--- config.mk ---
export PLATFORM = sky130hd
export DESIGN_NAME = quad_parallel_port_io
export DESIGN_NICKNAME = d
export VERILOG_FILES = /design/src/rtl/qpio_pkg.sv /design/src/rtl/quad_parallel_port_io.sv
export SDC_FILE = /design/constraint.sdc
export NUM_CORES = 1
export LEC_CHECK = 0
export ABC_AREA = 1
export ABC_CLOCK_PERIOD_IN_PS = 5800
export BUFFER_PORTS_ARGS = -buffer_cell sky130_fd_sc_hd__buf_4
export CAP_MARGIN = 20
export CORE_MARGIN = 2
export CORE_UTILIZATION = 47
export DETAILED_ROUTE_END_ITERATION = 10
export PLACE_DENSITY_LB_ADDON = 0.08
export SLEW_MARGIN = 15
export SYNTH_ARGS = -nofsm -noshare
export SYNTH_HDL_FRONTEND = slang
export SYNTH_SLANG_ARGS = --single-unit
--- constraint.sdc ---
create_clock -name clk_i -period 5.8 [get_ports clk_i]
set_clock_uncertainty 0.15 [all_clocks]
set_input_delay 0.58 -clock clk_i [delete_from_list [all_inputs] [get_ports clk_i]]
set_output_delay 0.58 -clock clk_i [all_outputs]
set_load 0.005 [all_outputs]
--- src/rtl/qpio_pkg.sv ---
/*
 * constants and carriers for the four-port parallel i/o block.
 * assumes one core clock; pin levels resolved by the outside world.
 */
package qpio_pkg;
	// ****************************************
	// sizes and select codes
	// ****************************************
	localparam int        PORT_W    = 8;
	localparam logic [1:0] SEL_P0   = 2'h0;
	localparam logic [1:0] SEL_P1   = 2'h1;
	localparam logic [1:0] SEL_P2   = 2'h2;
	localparam logic [1:0] SEL_P3   = 2'h3;
	localparam logic [7:0] LATCH_RST = 8'h00ff;
	localparam logic [7:0] ALL_ONES  = 8'h00ff;
	localparam int        P1_DIG_LO = 2;
	// ****************************************
	// timing
	// ****************************************
	localparam int STRONG_PU_PERIODS = 2;
	localparam int STRONG_PU_CYCLES  = (STRONG_PU_PERIODS < 1) ? 1 : STRONG_PU_PERIODS;
	// ****************************************
	// carriers
	// ****************************************
	typedef struct packed {
		logic       wr;
		logic       rd_latch;
		logic       rd_pin;
		logic [1:0] sel;
		logic [7:0] wdata;
	} sfr_req_s;
	typedef struct packed {
		logic       active;
		logic [7:0] ad;
		logic       ad_oe;
		logic [7:0] addr_hi;
	} ext_bus_s;
endpackage : qpio_pkg

--- src/rtl/quad_parallel_port_io.sv ---
/*
 * four 8-bit parallel ports: latches, pin read-back, alternate functions,
 * external memory bus drive. assumes pins resolved externally with pull-ups.
 */
`timescale 1ns/1ps
module quad_parallel_port_io import qpio_pkg::*; (
	// clock and reset
	input  wire logic       clk_i,
	input  wire logic       rst_i,
	// special function register access
	input  wire sfr_req_s   sfr_i,
	output logic [7:0]      sfr_rdata_o,
	// external memory bus
	input  wire ext_bus_s   ext_i,
	// port 0 pins
	input  wire logic [7:0] p0_in_i,
	output logic [7:0]      p0_out_o,
	output logic [7:0]      p0_oe_o,
	// port 1 pins
	input  wire logic [7:0] p1_in_i,
	output logic [1:0]      p1_out_o,
	output logic [1:0]      p1_oe_o,
	output logic [1:0]      p1_strong_pu_o,
	output logic [5:0]      p1_analog_sel_o,
	// port 2 pins
	input  wire logic [7:0] p2_in_i,
	output logic [7:0]      p2_out_o,
	output logic [7:0]      p2_oe_o,
	output logic [7:0]      p2_strong_pu_o,
	// port 3 pins
	input  wire logic [7:0] p3_in_i,
	output logic [7:0]      p3_out_o,
	output logic [7:0]      p3_oe_o,
	output logic [7:0]      p3_strong_pu_o,
	// port 1 alternate functions
	input  wire logic [1:0] pwm_route_i,
	input  wire logic       pulse_width_out_a_i,
	input  wire logic       pulse_width_out_b_i,
	output logic            timer2_count_input_o,
	output logic            timer2_capture_trigger_o,
	// port 3 alternate functions, and port 0 external data input
	input  wire logic [7:0] p3_alt_en_i,
	input  wire logic [7:0] p3_alt_out_i,
	output logic [7:0]      p3_alt_in_o,
	output logic [7:0]      ext_data_in_o
);
	// ****************************************
	// latches
	// ****************************************
	logic [7:0] latch0;
	logic [7:0] latch1;
	logic [7:0] latch2;
	logic [7:0] latch3;
	logic [31:0] pin_meta;
	logic [31:0] pin_sync;
	logic [17:0] pu_d1;
	logic [17:0] pu_d2;

	wire wr0 = sfr_i.wr && (sfr_i.sel == SEL_P0);
	wire wr1 = sfr_i.wr && (sfr_i.sel == SEL_P1);
	wire wr2 = sfr_i.wr && (sfr_i.sel == SEL_P2);
	wire wr3 = sfr_i.wr && (sfr_i.sel == SEL_P3);

	wire [7:0] next_latch0 = ext_i.active ? ALL_ONES : (wr0 ? sfr_i.wdata : latch0);
	wire [7:0] next_latch1 = wr1 ? sfr_i.wdata : latch1;
	wire [7:0] next_latch2 = wr2 ? sfr_i.wdata : latch2;
	wire [7:0] next_latch3 = wr3 ? sfr_i.wdata : latch3;

	always_ff @(posedge clk_i or posedge rst_i) begin
		if (rst_i) begin
			latch0 <= LATCH_RST;
			latch1 <= LATCH_RST;
			latch2 <= LATCH_RST;
			latch3 <= LATCH_RST;
		end else begin
			latch0 <= next_latch0;
			latch1 <= next_latch1;
			latch2 <= next_latch2;
			latch3 <= next_latch3;
		end
	end

	chk_p0_write: assert property (@(posedge clk_i) disable iff (rst_i)
		wr0 && !ext_i.active |=> latch0 == $past(sfr_i.wdata))
		else $error("port 0 latch write lost");
	chk_p2_write: assert property (@(posedge clk_i) disable iff (rst_i)
		wr2 |=> latch2 == $past(sfr_i.wdata))
		else $error("port 2 latch write lost");

	// ****************************************
	// pin synchronisers
	// ****************************************
	always_ff @(posedge clk_i or posedge rst_i) begin
		if (rst_i) begin
			pin_meta <= '0;
			pin_sync <= '0;
		end else begin
			pin_meta <= {p3_in_i, p2_in_i, p1_in_i, p0_in_i};
			pin_sync <= pin_meta;
		end
	end

	wire [7:0] pin0 = pin_sync[7:0];
	wire [7:0] pin1 = pin_sync[15:8];
	wire [7:0] pin2 = pin_sync[23:16];
	wire [7:0] pin3 = pin_sync[31:24];

	// ****************************************
	// read-back
	// ****************************************
	function automatic logic [7:0] pick(input logic [1:0] s, input logic [31:0] v);
		pick = v[8*s +: 8];
	endfunction : pick

	wire [7:0] rd_latch_val = pick(sfr_i.sel, {latch3, latch2, latch1, latch0});
	wire [7:0] rd_pin_val   = pick(sfr_i.sel, pin_sync);
	wire [7:0] next_rdata   = sfr_i.rd_latch ? rd_latch_val :
		(sfr_i.rd_pin ? rd_pin_val : sfr_rdata_o);

	chk_rd_pin: assert property (@(posedge clk_i) disable iff (rst_i)
		sfr_i.rd_pin && !sfr_i.rd_latch && sfr_i.sel == SEL_P3 |=> sfr_rdata_o == $past(pin3))
		else $error("read-pin data wrong");
	chk_rd_hold: assert property (@(posedge clk_i) disable iff (rst_i)
		!sfr_i.rd_latch && !sfr_i.rd_pin |=> $stable(sfr_rdata_o))
		else $error("read data changed without a read");

	// ****************************************
	// drive values
	// ****************************************
	wire [1:0] pwm_val = {pulse_width_out_b_i, pulse_width_out_a_i};
	wire [1:0] p1v;
	wire [7:0] p3v;
	genvar gi;
	generate
		for (gi = 0; gi < 2; gi++) begin : g_p1
			assign p1v[gi] = pwm_route_i[gi] ? pwm_val[gi] : latch1[gi];
		end
		for (gi = 0; gi < 8; gi++) begin : g_p3
			assign p3v[gi] = latch3[gi] & (p3_alt_en_i[gi] ? p3_alt_out_i[gi] : 1'b1);
		end
	endgenerate

	wire [7:0] next_p0_out = ext_i.active ? ext_i.ad : 8'h0000;
	wire [7:0] next_p0_oe  = ext_i.active ? {8{ext_i.ad_oe}} : ~latch0;
	wire [7:0] next_p2_out = ext_i.active ? ext_i.addr_hi : 8'h0000;
	wire [7:0] next_p2_oe  = ext_i.active ? ALL_ONES : ~latch2;
	wire [1:0] next_p1_oe  = ~p1v;
	wire [7:0] next_p3_oe  = ~p3v;

	chk_p1_drive: assert property (@(posedge clk_i) disable iff (rst_i)
		!pwm_route_i[1] |=> p1_oe_o[1] == !$past(latch1[1]))
		else $error("port 1 pin drive wrong");
	chk_pwm_b_override: assert property (@(posedge clk_i) disable iff (rst_i)
		pwm_route_i[1] |=> p1_oe_o[1] == !$past(pulse_width_out_b_i))
		else $error("second pwm does not override latch");
	chk_p2_general: assert property (@(posedge clk_i) disable iff (rst_i)
		!ext_i.active |=> p2_oe_o == ~$past(latch2) && p2_out_o == 8'h00)
		else $error("port 2 general drive wrong");
	chk_p2_ext_drive: assert property (@(posedge clk_i) disable iff (rst_i)
		ext_i.active |=> p2_oe_o == ALL_ONES)
		else $error("port 2 not push-pull in external mode");
	chk_p0_ext_float: assert property (@(posedge clk_i) disable iff (rst_i)
		ext_i.active && !ext_i.ad_oe |=> p0_oe_o == 8'h00)
		else $error("port 0 driven while bus released");
	chk_p3_general: assert property (@(posedge clk_i) disable iff (rst_i)
		p3_alt_en_i == 8'h00 |=> p3_oe_o == ~$past(latch3) && p3_out_o == 8'h00)
		else $error("port 3 general drive wrong");
	chk_p3_alt_drive: assert property (@(posedge clk_i) disable iff (rst_i)
		latch3[1] && p3_alt_en_i[1] |=> p3_oe_o[1] == !$past(p3_alt_out_i[1]))
		else $error("port 3 peripheral drive wrong");

	// pulled-up pins: strong pull-up while value rose within the last periods
	wire [17:0] pu_v = {p3v, ext_i.active ? 8'h0000 : latch2, p1v};
	wire [17:0] next_pu = pu_v & (pu_d1 | pu_d2);

	chk_strong_limit: assert property (@(posedge clk_i) disable iff (rst_i)
		(p3_strong_pu_o & $past(p3_strong_pu_o) & $past(p3_strong_pu_o, 2)) == 8'h00)
		else $error("strong pull-up longer than two cycles");
	chk_strong_p3: assert property (@(posedge clk_i) disable iff (rst_i)
		$rose(p3v[7]) ##1 p3v[7] |-> p3_strong_pu_o[7] ##1 p3_strong_pu_o[7] ##1 !p3_strong_pu_o[7])
		else $error("port 3 strong pull-up pulse wrong");
	chk_strong_p1: assert property (@(posedge clk_i) disable iff (rst_i)
		$rose(p1v[1]) ##1 p1v[1] |-> p1_strong_pu_o[1] ##1 p1_strong_pu_o[1] ##1 !p1_strong_pu_o[1])
		else $error("port 1 strong pull-up pulse wrong");

	// alternate inputs, stuck at zero unless the latch holds one
	wire        next_t2c = pin1[0] & latch1[0];
	wire        next_t2x = pin1[1] & latch1[1];
	wire [7:0]  next_alt = pin3 & latch3;

	chk_t2_count_gate: assert property (@(posedge clk_i) disable iff (rst_i)
		!latch1[0] |=> !timer2_count_input_o)
		else $error("timer-2 count input not gated");
	chk_t2_count_pass: assert property (@(posedge clk_i) disable iff (rst_i)
		latch1[0] |=> timer2_count_input_o == $past(pin1[0]))
		else $error("timer-2 count input lost");
	chk_p3_alt_in: assert property (@(posedge clk_i) disable iff (rst_i)
		latch3[0] |=> p3_alt_in_o[0] == $past(pin3[0]))
		else $error("port 3 receive input lost");
	chk_ext_din: assert property (@(posedge clk_i) disable iff (rst_i)
		ext_i.active |=> ext_data_in_o == $past(pin0))
		else $error("external data input wrong");
	chk_p1_analog: assert property (@(posedge clk_i) disable iff (rst_i)
		wr1 |=> ##1 p1_analog_sel_o == $past(sfr_i.wdata[7:P1_DIG_LO], 2))
		else $error("analog select wrong");

	// ****************************************
	// output registers
	// ****************************************
	always_ff @(posedge clk_i or posedge rst_i) begin
		if (rst_i) begin
			sfr_rdata_o              <= '0;
			p0_out_o                 <= '0;
			p0_oe_o                  <= '0;
			p1_out_o                 <= '0;
			p1_oe_o                  <= '0;
			p1_strong_pu_o           <= '0;
			p1_analog_sel_o          <= '1;
			p2_out_o                 <= '0;
			p2_oe_o                  <= '0;
			p2_strong_pu_o           <= '0;
			p3_out_o                 <= '0;
			p3_oe_o                  <= '0;
			p3_strong_pu_o           <= '0;
			timer2_count_input_o     <= '0;
			timer2_capture_trigger_o <= '0;
			p3_alt_in_o              <= '0;
			ext_data_in_o            <= '0;
			pu_d1                    <= '0;
			pu_d2                    <= '0;
		end else begin
			sfr_rdata_o              <= next_rdata;
			p0_out_o                 <= next_p0_out;
			p0_oe_o                  <= next_p0_oe;
			p1_out_o                 <= '0;
			p1_oe_o                  <= next_p1_oe;
			p1_strong_pu_o           <= next_pu[1:0];
			p1_analog_sel_o          <= latch1[7:P1_DIG_LO];
			p2_out_o                 <= next_p2_out;
			p2_oe_o                  <= next_p2_oe;
			p2_strong_pu_o           <= next_pu[9:2];
			p3_out_o                 <= '0;
			p3_oe_o                  <= next_p3_oe;
			p3_strong_pu_o           <= next_pu[17:10];
			timer2_count_input_o     <= next_t2c;
			timer2_capture_trigger_o <= next_t2x;
			p3_alt_in_o              <= next_alt;
			ext_data_in_o            <= pin0;
			pu_d1                    <= ~pu_v;
			pu_d2                    <= pu_d1;
		end
	end

	// ****************************************
	// checks
	// ****************************************
	chk_p0_ext_ones: assert property (@(posedge clk_i) disable iff (rst_i)
		ext_i.active |=> latch0 == ALL_ONES) else $error("port 0 latch not set by external access");
	chk_p0_open_drain: assert property (@(posedge clk_i) disable iff (rst_i)
		!ext_i.active |=> p0_oe_o == ~$past(latch0) && p0_out_o == 8'h0000)
		else $error("port 0 general drive wrong");
	chk_p0_ext_drive: assert property (@(posedge clk_i) disable iff (rst_i)
		ext_i.active && ext_i.ad_oe |=> p0_oe_o == ALL_ONES && p0_out_o == $past(ext_i.ad))
		else $error("port 0 bus drive wrong");
	chk_latch_write: assert property (@(posedge clk_i) disable iff (rst_i)
		wr1 |=> latch1 == $past(sfr_i.wdata)) else $error("latch write lost");
	chk_read_latch: assert property (@(posedge clk_i) disable iff (rst_i)
		sfr_i.rd_latch && sfr_i.sel == SEL_P2 && !wr2 ##1 !wr2 |-> ##1 sfr_rdata_o == latch2)
		else $error("read latch wrong");
	chk_p2_keep: assert property (@(posedge clk_i) disable iff (rst_i)
		ext_i.active && !wr2 |=> $stable(latch2) && p2_out_o == $past(ext_i.addr_hi))
		else $error("port 2 external mode wrong");
	chk_strong_pu: assert property (@(posedge clk_i) disable iff (rst_i)
		($rose(latch2[0]) && !ext_i.active) ##1 (latch2[0] && !ext_i.active) |->
		p2_strong_pu_o[0] ##1 p2_strong_pu_o[0] ##1 !p2_strong_pu_o[0])
		else $error("strong pull-up length wrong");
	chk_p3_stuck: assert property (@(posedge clk_i) disable iff (rst_i)
		!latch3[2] |=> !p3_alt_in_o[2] && p3_oe_o[2]) else $error("port 3 alternate not held zero");
	chk_pwm_override: assert property (@(posedge clk_i) disable iff (rst_i)
		pwm_route_i[0] |=> p1_oe_o[0] == !$past(pulse_width_out_a_i))
		else $error("pwm does not override latch");
	chk_t2_gate: assert property (@(posedge clk_i) disable iff (rst_i)
		!latch1[1] |=> !timer2_capture_trigger_o) else $error("timer-2 trigger not gated");
endmodule : quad_parallel_port_io

## After elaboration in Yosys (flattened, before gate mapping)

Index checks and enable logic that the tools add are counted.

| word-level totals | value |
|---|---|
| bits in registers | 224 |
| input bits | 85 |
| output and inout port bits | 102 |
| logic and storage cells | 72 |

| operators by class | value |
|---|---|
| equal/unequal tests | 3 |
| shift operators | 2 |
| mux-type cells | 19 |
| bitwise gates (word level) | 18 |
| reductions and logical operators | 7 |

Operator list:

| operator | number |
|---|---|
| $mux 8 | 9 |
| $shiftx 32x6->8 | 2 |
| $not 8->8 | 3 |
| $and 18x18->18 | 1 |
| $not 18->18 | 1 |
| $or 18x18->18 | 1 |
| $and 1x1->1 | 10 |
| $mux 1 | 10 |
| $and 8x8->8 | 1 |
| $eq 2x2->1 const B | 2 |
| $logic_and 1x1->1 | 4 |
| $reduce_bool 2->1 | 2 |
| $eq 2x1->1 const B | 1 |
| $logic_not 2->1 | 1 |
| $not 2->2 | 1 |

## Depth between registers and ports, before layout

Gate-level depths: netlist of the first run.

| depth | value |
|---|---|
| word-level depth | 4 |
| depth in mapped cells | 7 |
| gate-level depth less buffers | 7 |

## Worst setup path before layout of the first run

Ideal clock, no wire load.

| timing | value |
|---|---|
| path kind | input port to flip-flop |
| start point | input port sfr_i[11] in the netlist's numbering |
| end point | register sfr_rdata_o[0] |
| data arrival time | 1,249 ps |
| slack | 4,284 ps |
| stages | 6 |
| buffers on the path | 1 |
| cells stage by stage | clkbuf_1 or2_2 nand3_1 nand2_1 nor2_1 nor2_1 |

| between the ends | value |
|---|---|
| cells in the longest elaborated chain, start to end | 1 |

RTL lines:

| item | line | RTL |
|---|---|---|
| start, declared | quad_parallel_port_io.sv:11 | `input wire sfr_req_s sfr_i,` |
| $mux 8 or $reduce_bool 2->1 (tied branches) | -- |  |
| end signal, assigned | quad_parallel_port_io.sv:232 | `sfr_rdata_o <= next_rdata;` |
| end, declared | quad_parallel_port_io.sv:12 | `output logic [7:0] sfr_rdata_o,` |

Parallel ways exist; a longest one is shown, timed or not.
A chain may end at the register's enable or synchronous reset.

==> impl_metrics.csv, run 1 <==
group,metric,value,unit
timing,fin_crit,1.97,ns
setup_path,crit_arrival,2.32,ns
logic_synthesis,ys_ff_latch,206,
clocking,cts.sinks,206,
setup_path,path_delay_family,"buffers and inverters",
floorplan,coreArea,0.0146,mm²
setup_path,required,6.15,ns
routing,first_pass_iters,5,
setup_path,critical_path_class,"in2async",
logic_synthesis,synthTopCellsByCount,"dfrtp_1, nand2_1, inv_1",
global_routing,grt_max_degree,117,
floorplan,die_area,0.0160,mm²
timing,finalHoldViolations,0,
floorplan,die_h,127,µm
pwr,irDropWorstVdd,0.000270,V
layout,areaGrowthSynthToFinish,31.5,%
flow_run,drv_cap,0,
placement,portBuffers,176,
logic_synthesis,synthArstFlopShare,100,%
setup_path,crit_chain,"dlygate4sd3_1, buf_4, clkinvlp_4, buf_4",
timing,setup-violations-final,0,
routing,drtIter0Drc,334,
logic_synthesis,syn_avg_cell_area,11.1,µm²
logic_synthesis,synth_top_area_share,59.6,%
floorplan,num_io_pins,187,
logic_synthesis,synth_top_area_cell,"dfrtp_1",
layout,fin_nets,906,
routing,vias,4773,
logic_synthesis,synth.area.top_cells,"dfrtp_1, dfstp_2, nand2_1",
layout,fin_area,0.00927,mm²
timing,max_slew_margin,41.9,%
timing,period_share,33.9,%
clocking,numCtsBuffers,22,
timing,rsz0062_at_grt,"no",
clocking,root_buffer,"clkbuf_16",
logic_synthesis,ys_warn_count,0,
timing,fin_ws,3.83,ns
timing,fmax,0.508,GHz
setup_path,end_kind,"asynchronous set/reset pin",
logic_synthesis,synthCells,635,
routing,avgViaCountPerCell,4.68,
setup_path,max_stage_delay,0.75,ns
setup_path,crit_start,"rst_i",
global_routing,grt_pass1_vias,4778,
routing,routed_wl,15200,µm
logic_synthesis,ys.flop_type,"dfrtp_1",
clocking,cts_tree,"built",
layout,drive_gt1_share,32.3,%
clocking,clkTransAtPathRegs,0.06,ns
layout,fillers,1209,
global_routing,grt_antenna_before_repair,0,
clocking,post_cts_buffers,0,
routing,ant_nets,0,
run_status,outcome,"completed",
clocking,htreeDepth,1,
routing,drc,0,
logic_synthesis,synth_edf_count,0,
layout,antenna_cells,0,
floorplan,start_util,48.3,%
setup_path,timing.critical_path.from_type,"input port",
clocking,ctsResizeCount,0,
placement,placed_area,0.00851,mm²
clocking,cts.path.max_buffers,3,
hold_path,hp-class,"in2reg",
logic_synthesis,synth_most_common_cell,"dfrtp_1",
timing,tns,0,ns
setup_path,reg2reg_from,"latch3[3]",
setup_path,crit_buf_inv,4,
hold_path,holdCritStartpoint,"p3_in_i[3]",
setup_path,cp_slowest_cell,"buf_4",
setup_path,cp_common_cell,"buf_4",
pwr,p_per_area,369,mW/mm²
floorplan,fp.dieW,127,µm
global_routing,gr-total-overflow,0,
layout,fin_util,63.6,%
routing,wl_per_cell,14.9,µm
setup_path,crit_fanout,74,
placement,pre_cts_slack,3.80,ns
pwr,p_leak,0.00486,µW
placement,gp_congestion,0.889,
timing,worst_slew_pin_slew,0.871,ns
logic_synthesis,netlist_area,0.00705,mm²
clocking,clk-insertion-delay-late,0.49,ns
logic_synthesis,ys_types,21,
floorplan,num_rows,44,
placement,dp_hpwl,11000,µm
global_routing,grt_pass1_wl,25000,µm
timing,drv_slew,0,
logic_synthesis,synth-seq-area-share,73.8,%
global_routing,track_usage,19.7,%
==> path summary, 6_finish.rpt <==
kind | to | slack (ns) | cells after the start
max | p1_strong_pu_o[1] | 3.83 | 4
min | pin_meta[27] | 0.04 | 1
max reg2reg | sfr_rdata_o[3] | 4.56 | 6
min reg2reg | pin_sync[17] | 0.19 | 0
max in group clk_i | p1_analog_sel_o[0] | 3.96 | 1
min in group asynchronous | p2_out_o[3] | 0.48 | 3
==> metal layers <==
metal | vias up | track usage [%] | part of all wire (%)
met5 | - | 0 | 0
met4 | 0 | 5.62 | 2.4
met3 | 25 | 4.64 | 7.6
met2 | 203 | 31.5 | 47
met1 | 2267 | 27.3 | 43
li1 | 2278 | - | -
==> state kept, by name, summed over array words and instances, names as in the netlist <==
signal,count
p0_oe_o,8
pin_meta,32
p1_strong_pu_o,2
p3_strong_pu_o,8
pu_d2,18
p0_out_o,8
latch2,8
p2_out_o,8
pin_sync,32
p3_oe_o,8
p1_analog_sel_o,6
sfr_rdata_o,8
pu_d1,9
latch0,8
p3_alt_in_o,8
ext_data_in_o,8
p2_strong_pu_o,8
latch1,8
timer2_capture_trigger_o,1
p1_oe_o,1
latch3,8
timer2_count_input_o,1
==> cell families after synthesis <==
group / synth area share [%]
buffers and inverters: 7.52
DFF: 73.8
AOI/OAI and AO/OA: 4.22
other: 0.0532
and+or+nand+nor: 14.4
==> per-stage QoR <==
| stage | total power, µW | std cells | hold WS [ns] |
|---|---|---|---|
| global route | 3580 | 1020 | 0.0200 |
| global placement | 2040 | 980 | 0.182 |
| detailed placement | 2050 | 980 | 0.185 |
| CTS | 3460 | 1020 | 0.0238 |
| finish | 3420 | 1020 | 0.0427 |
| floorplan | 1830 | 644 | 0.181 |
==> area by class of cell <==
class / instances / area [µm²] / area share (%)
sequential: 206 / 5200 / 56.1
inverter: 100 / 379 / 4.09
multi-input combinational: 312 / 1350 / 14.6
timing repair buffer: 179 / 1360 / 14.7
clock inverter: 9 / 105 / 1.13
clock buffer: 30 / 642 / 6.92
tap: 184 / 230 / 2.48
==> cells in the final DEF (no fill, tap or decap), drive strengths merged, types with 2 or more instances in the layout <==
cell type and instances:
nor2 65, o21ai 48, nand2 131, dfstp 38
clkinv 6, buf 178, clkbuf 30, nand3 37
or2 9, a21oi 10, bufinv 2, dfrtp 168
conb 10, inv 100
==> power by group <==
part / internal [µW] / leakage [µW] / switching [µW]
combinational: 166 / 0.00212 / 175
clock: 866 / 0.000374 / 537
sequential: 1600 / 0.00237 / 76.4
==> repair_timing <==
action	CTS	global route
endpoints found under the setup margin	0	0
hold buffers	1	0
hold endpoints to repair	16	0
(Power assumes the default switching activity.)
==> run 2: changes to the inputs <==
- ABC_CLOCK_PERIOD_IN_PS: 5800 -> 1900
- CORE_UTILIZATION: 47 -> 52
- clock period: 5.8 -> 1.9 ns (I/O delays scaled with it)
==> run 2 against run 1 <==
  * Critical path depth is 1 higher
  * Via count up 12%
  * Utilization grew 14 points
  * Wire length grew 19%
  * Combinational power rose to 3.8 times the previous value
  * Sequential share of layout area shrank 5.7 points
  * Sequential power rose to 3.1 times the previous value
  * Highest routed layer unchanged
==> impl_metrics.csv, run 2 (same netlist as run 1, synthesis figures left out) <==
group,metric,value,unit
run_status,outcome,"completed",
timing,drv_slew,0,
layout,reg.largest.list,"pin_meta: 32 flops, pin_sync: 32 flops, pu_d2: 18 flops",
routing,vias,5363,
setup_path,cp_common_cell,"nor2_1",
flow_run,drv_cap,0,
layout,final_common_cell,"buf_4",
clocking,cts.sinks,206,
routing,routed_wl,18100,µm
global_routing,grt_max_degree,74,
setup_path,crit_start,"latch1[1]",
placement,placed_area,0.00854,mm²
global_routing,grt_pass1_wl,29000,µm
floorplan,start_util,53.3,%
timing,fin_ws,0.219,ns
setup_path,ff2ff_path_depth,5,
clocking,ctsResizeCount,0,
setup_path,timing.critical_path.from_type,"flip-flop",
clocking,clkTransAtPathRegs,0.07,ns
timing,worst_slew_pin_slew,0.663,ns
floorplan,num_io_pins,187,
routing,first_pass_iters,5,
placement,pre_cts_slack,0.345,ns
pwr,irDropWorstVdd,0.000819,V
floorplan,fp.dieW,120,µm
pwr,power.share.combinational,11.7,%
timing,rsz0062_at_grt,"no",
layout,layout_common_cells,"buf_4, dfrtp_1, nand2_1",
pwr,p_per_area,1050,mW/mm²
clocking,clk-insertion-delay-late,0.49,ns
clocking,cts_tree,"built",
setup_path,crit_buf_inv,2,
placement,gp_congestion,0.851,
routing,wl_per_cell,16.3,µm
setup_path,required,2.17,ns
timing,setup-violations-final,0,
layout,final_cells,1114,
clocking,root_buffer,"clkbuf_16",
layout,fin_nets,1007,
timing,fmax,0.595,GHz
routing,drtIter0Drc,402,
routing,drc,0,
timing,period_share,88.5,%
setup_path,r2r_slack,0.22,ns
routing,ant_nets,0,
floorplan,die_h,120,µm
placement,dp_hpwl,11300,µm
timing,finalHoldViolations,0,
pwr,internal_power,8350,µW
hold_path,hp-class,"in2reg",
setup_path,crit_chain,"inv_1, nor2_1, a21oi_1, dlygate4sd3_1, nor2_1",
pwr,p_leak,0.00525,µW
setup_path,crit_fanout,3,
floorplan,coreArea,0.0132,mm²
hold_path,hold_depth,2,
setup_path,critical_path_class,"reg2reg",
layout,drive_gt1_share,29.0,%
floorplan,die_area,0.0145,mm²
floorplan,num_rows,42,
clocking,cts.path.max_buffers,3,
clocking,htreeDepth,1,
global_routing,track_usage,25.8,%
setup_path,critical_path_depth,5,
layout,areaGrowthSynthToFinish,46.3,%
clocking,cts_hold_buffers,101,
setup_path,end_kind,"flip-flop",
hold_path,holdCritStartpoint,"ext_i[17]",
setup_path,max_stage_delay,0.57,ns
pwr,p_switching,2530,µW
routing,avgViaCountPerCell,4.81,
setup_path,reg2reg_from,"latch1[1]",
setup_path,path_delay_family,"buffers and inverters",
placement,numPlacedInstances,974,
placement,portBuffers,176,
setup_path,crit_arrival,1.95,ns
global_routing,grt_pass1_vias,5542,
timing,fin_crit,1.68,ns
clocking,numCtsBuffers,21,
pwr,p_clk_share,41.1,%
global_routing,grt_antenna_before_repair,1,
timing,max_slew_margin,55.6,%
global_routing,gr-total-overflow,0,
pwr,power_frac_seq,47.1,%
layout,fin_area,0.0103,mm²
pwr,netSwitchingFraction,23.3,%
timing,holdWs,0.0198,ns
clocking,post_cts_buffers,0,
setup_path,cp_slowest_cell,"dlygate4sd3_1",
## run 2: power by group through the flow
stage | logic [µW] | registers, µW | clock network (µW)
after floorplan | 457 | 5130 | 0
after global placement | 1050 | 5180 | 0
after detailed placement | 1070 | 5190 | 0
after CTS | 1270 | 5120 | 4530
after global routing | 1410 | 5170 | 4740
final | 1280 | 5130 | 4470
## run 2: metrics by stage
step	power [µW]	util, %	setup TNS (ns)
after floorplan	5590	-	-197.11
after global placement	6220	64.5	0
after detailed placement	6260	64.5	0
after CTS	10900	77.9	0
after global routing	11300	77.9	0
final	10900	77.9	0
## run 2: area by class of cell
type	instances	area [µm²]
flip-flops and latches	206	5200
fillers	845	2920
repair buffers	281	2400
multi-input cells	312	1350
clock buffers	24	557
inverters	100	379
well taps	176	220
clock inverters	14	205
diodes	1	2.50
## run 2: path summary, 6_finish.rpt
check | end
min in group asynchronous | ext_data_in_o[2]
setup reg to reg | p1_strong_pu_o[1]
hold / removal | p0_oe_o[2]
max in group asynchronous | p1_analog_sel_o[4]
hold reg to reg | pin_sync[23]
setup / recovery | p1_strong_pu_o[1]
## run 2: layer usage
metal / vias up / share of wire (%) / GRT usage (%)
met1: 2631 / 40 / 34.1
li1: 2476 / - / -
met4: 0 / 3.0 / 7.78
met5: - / 0 / 0
met2: 210 / 51 / 43.9
met3: 46 / 6.4 / 4.48
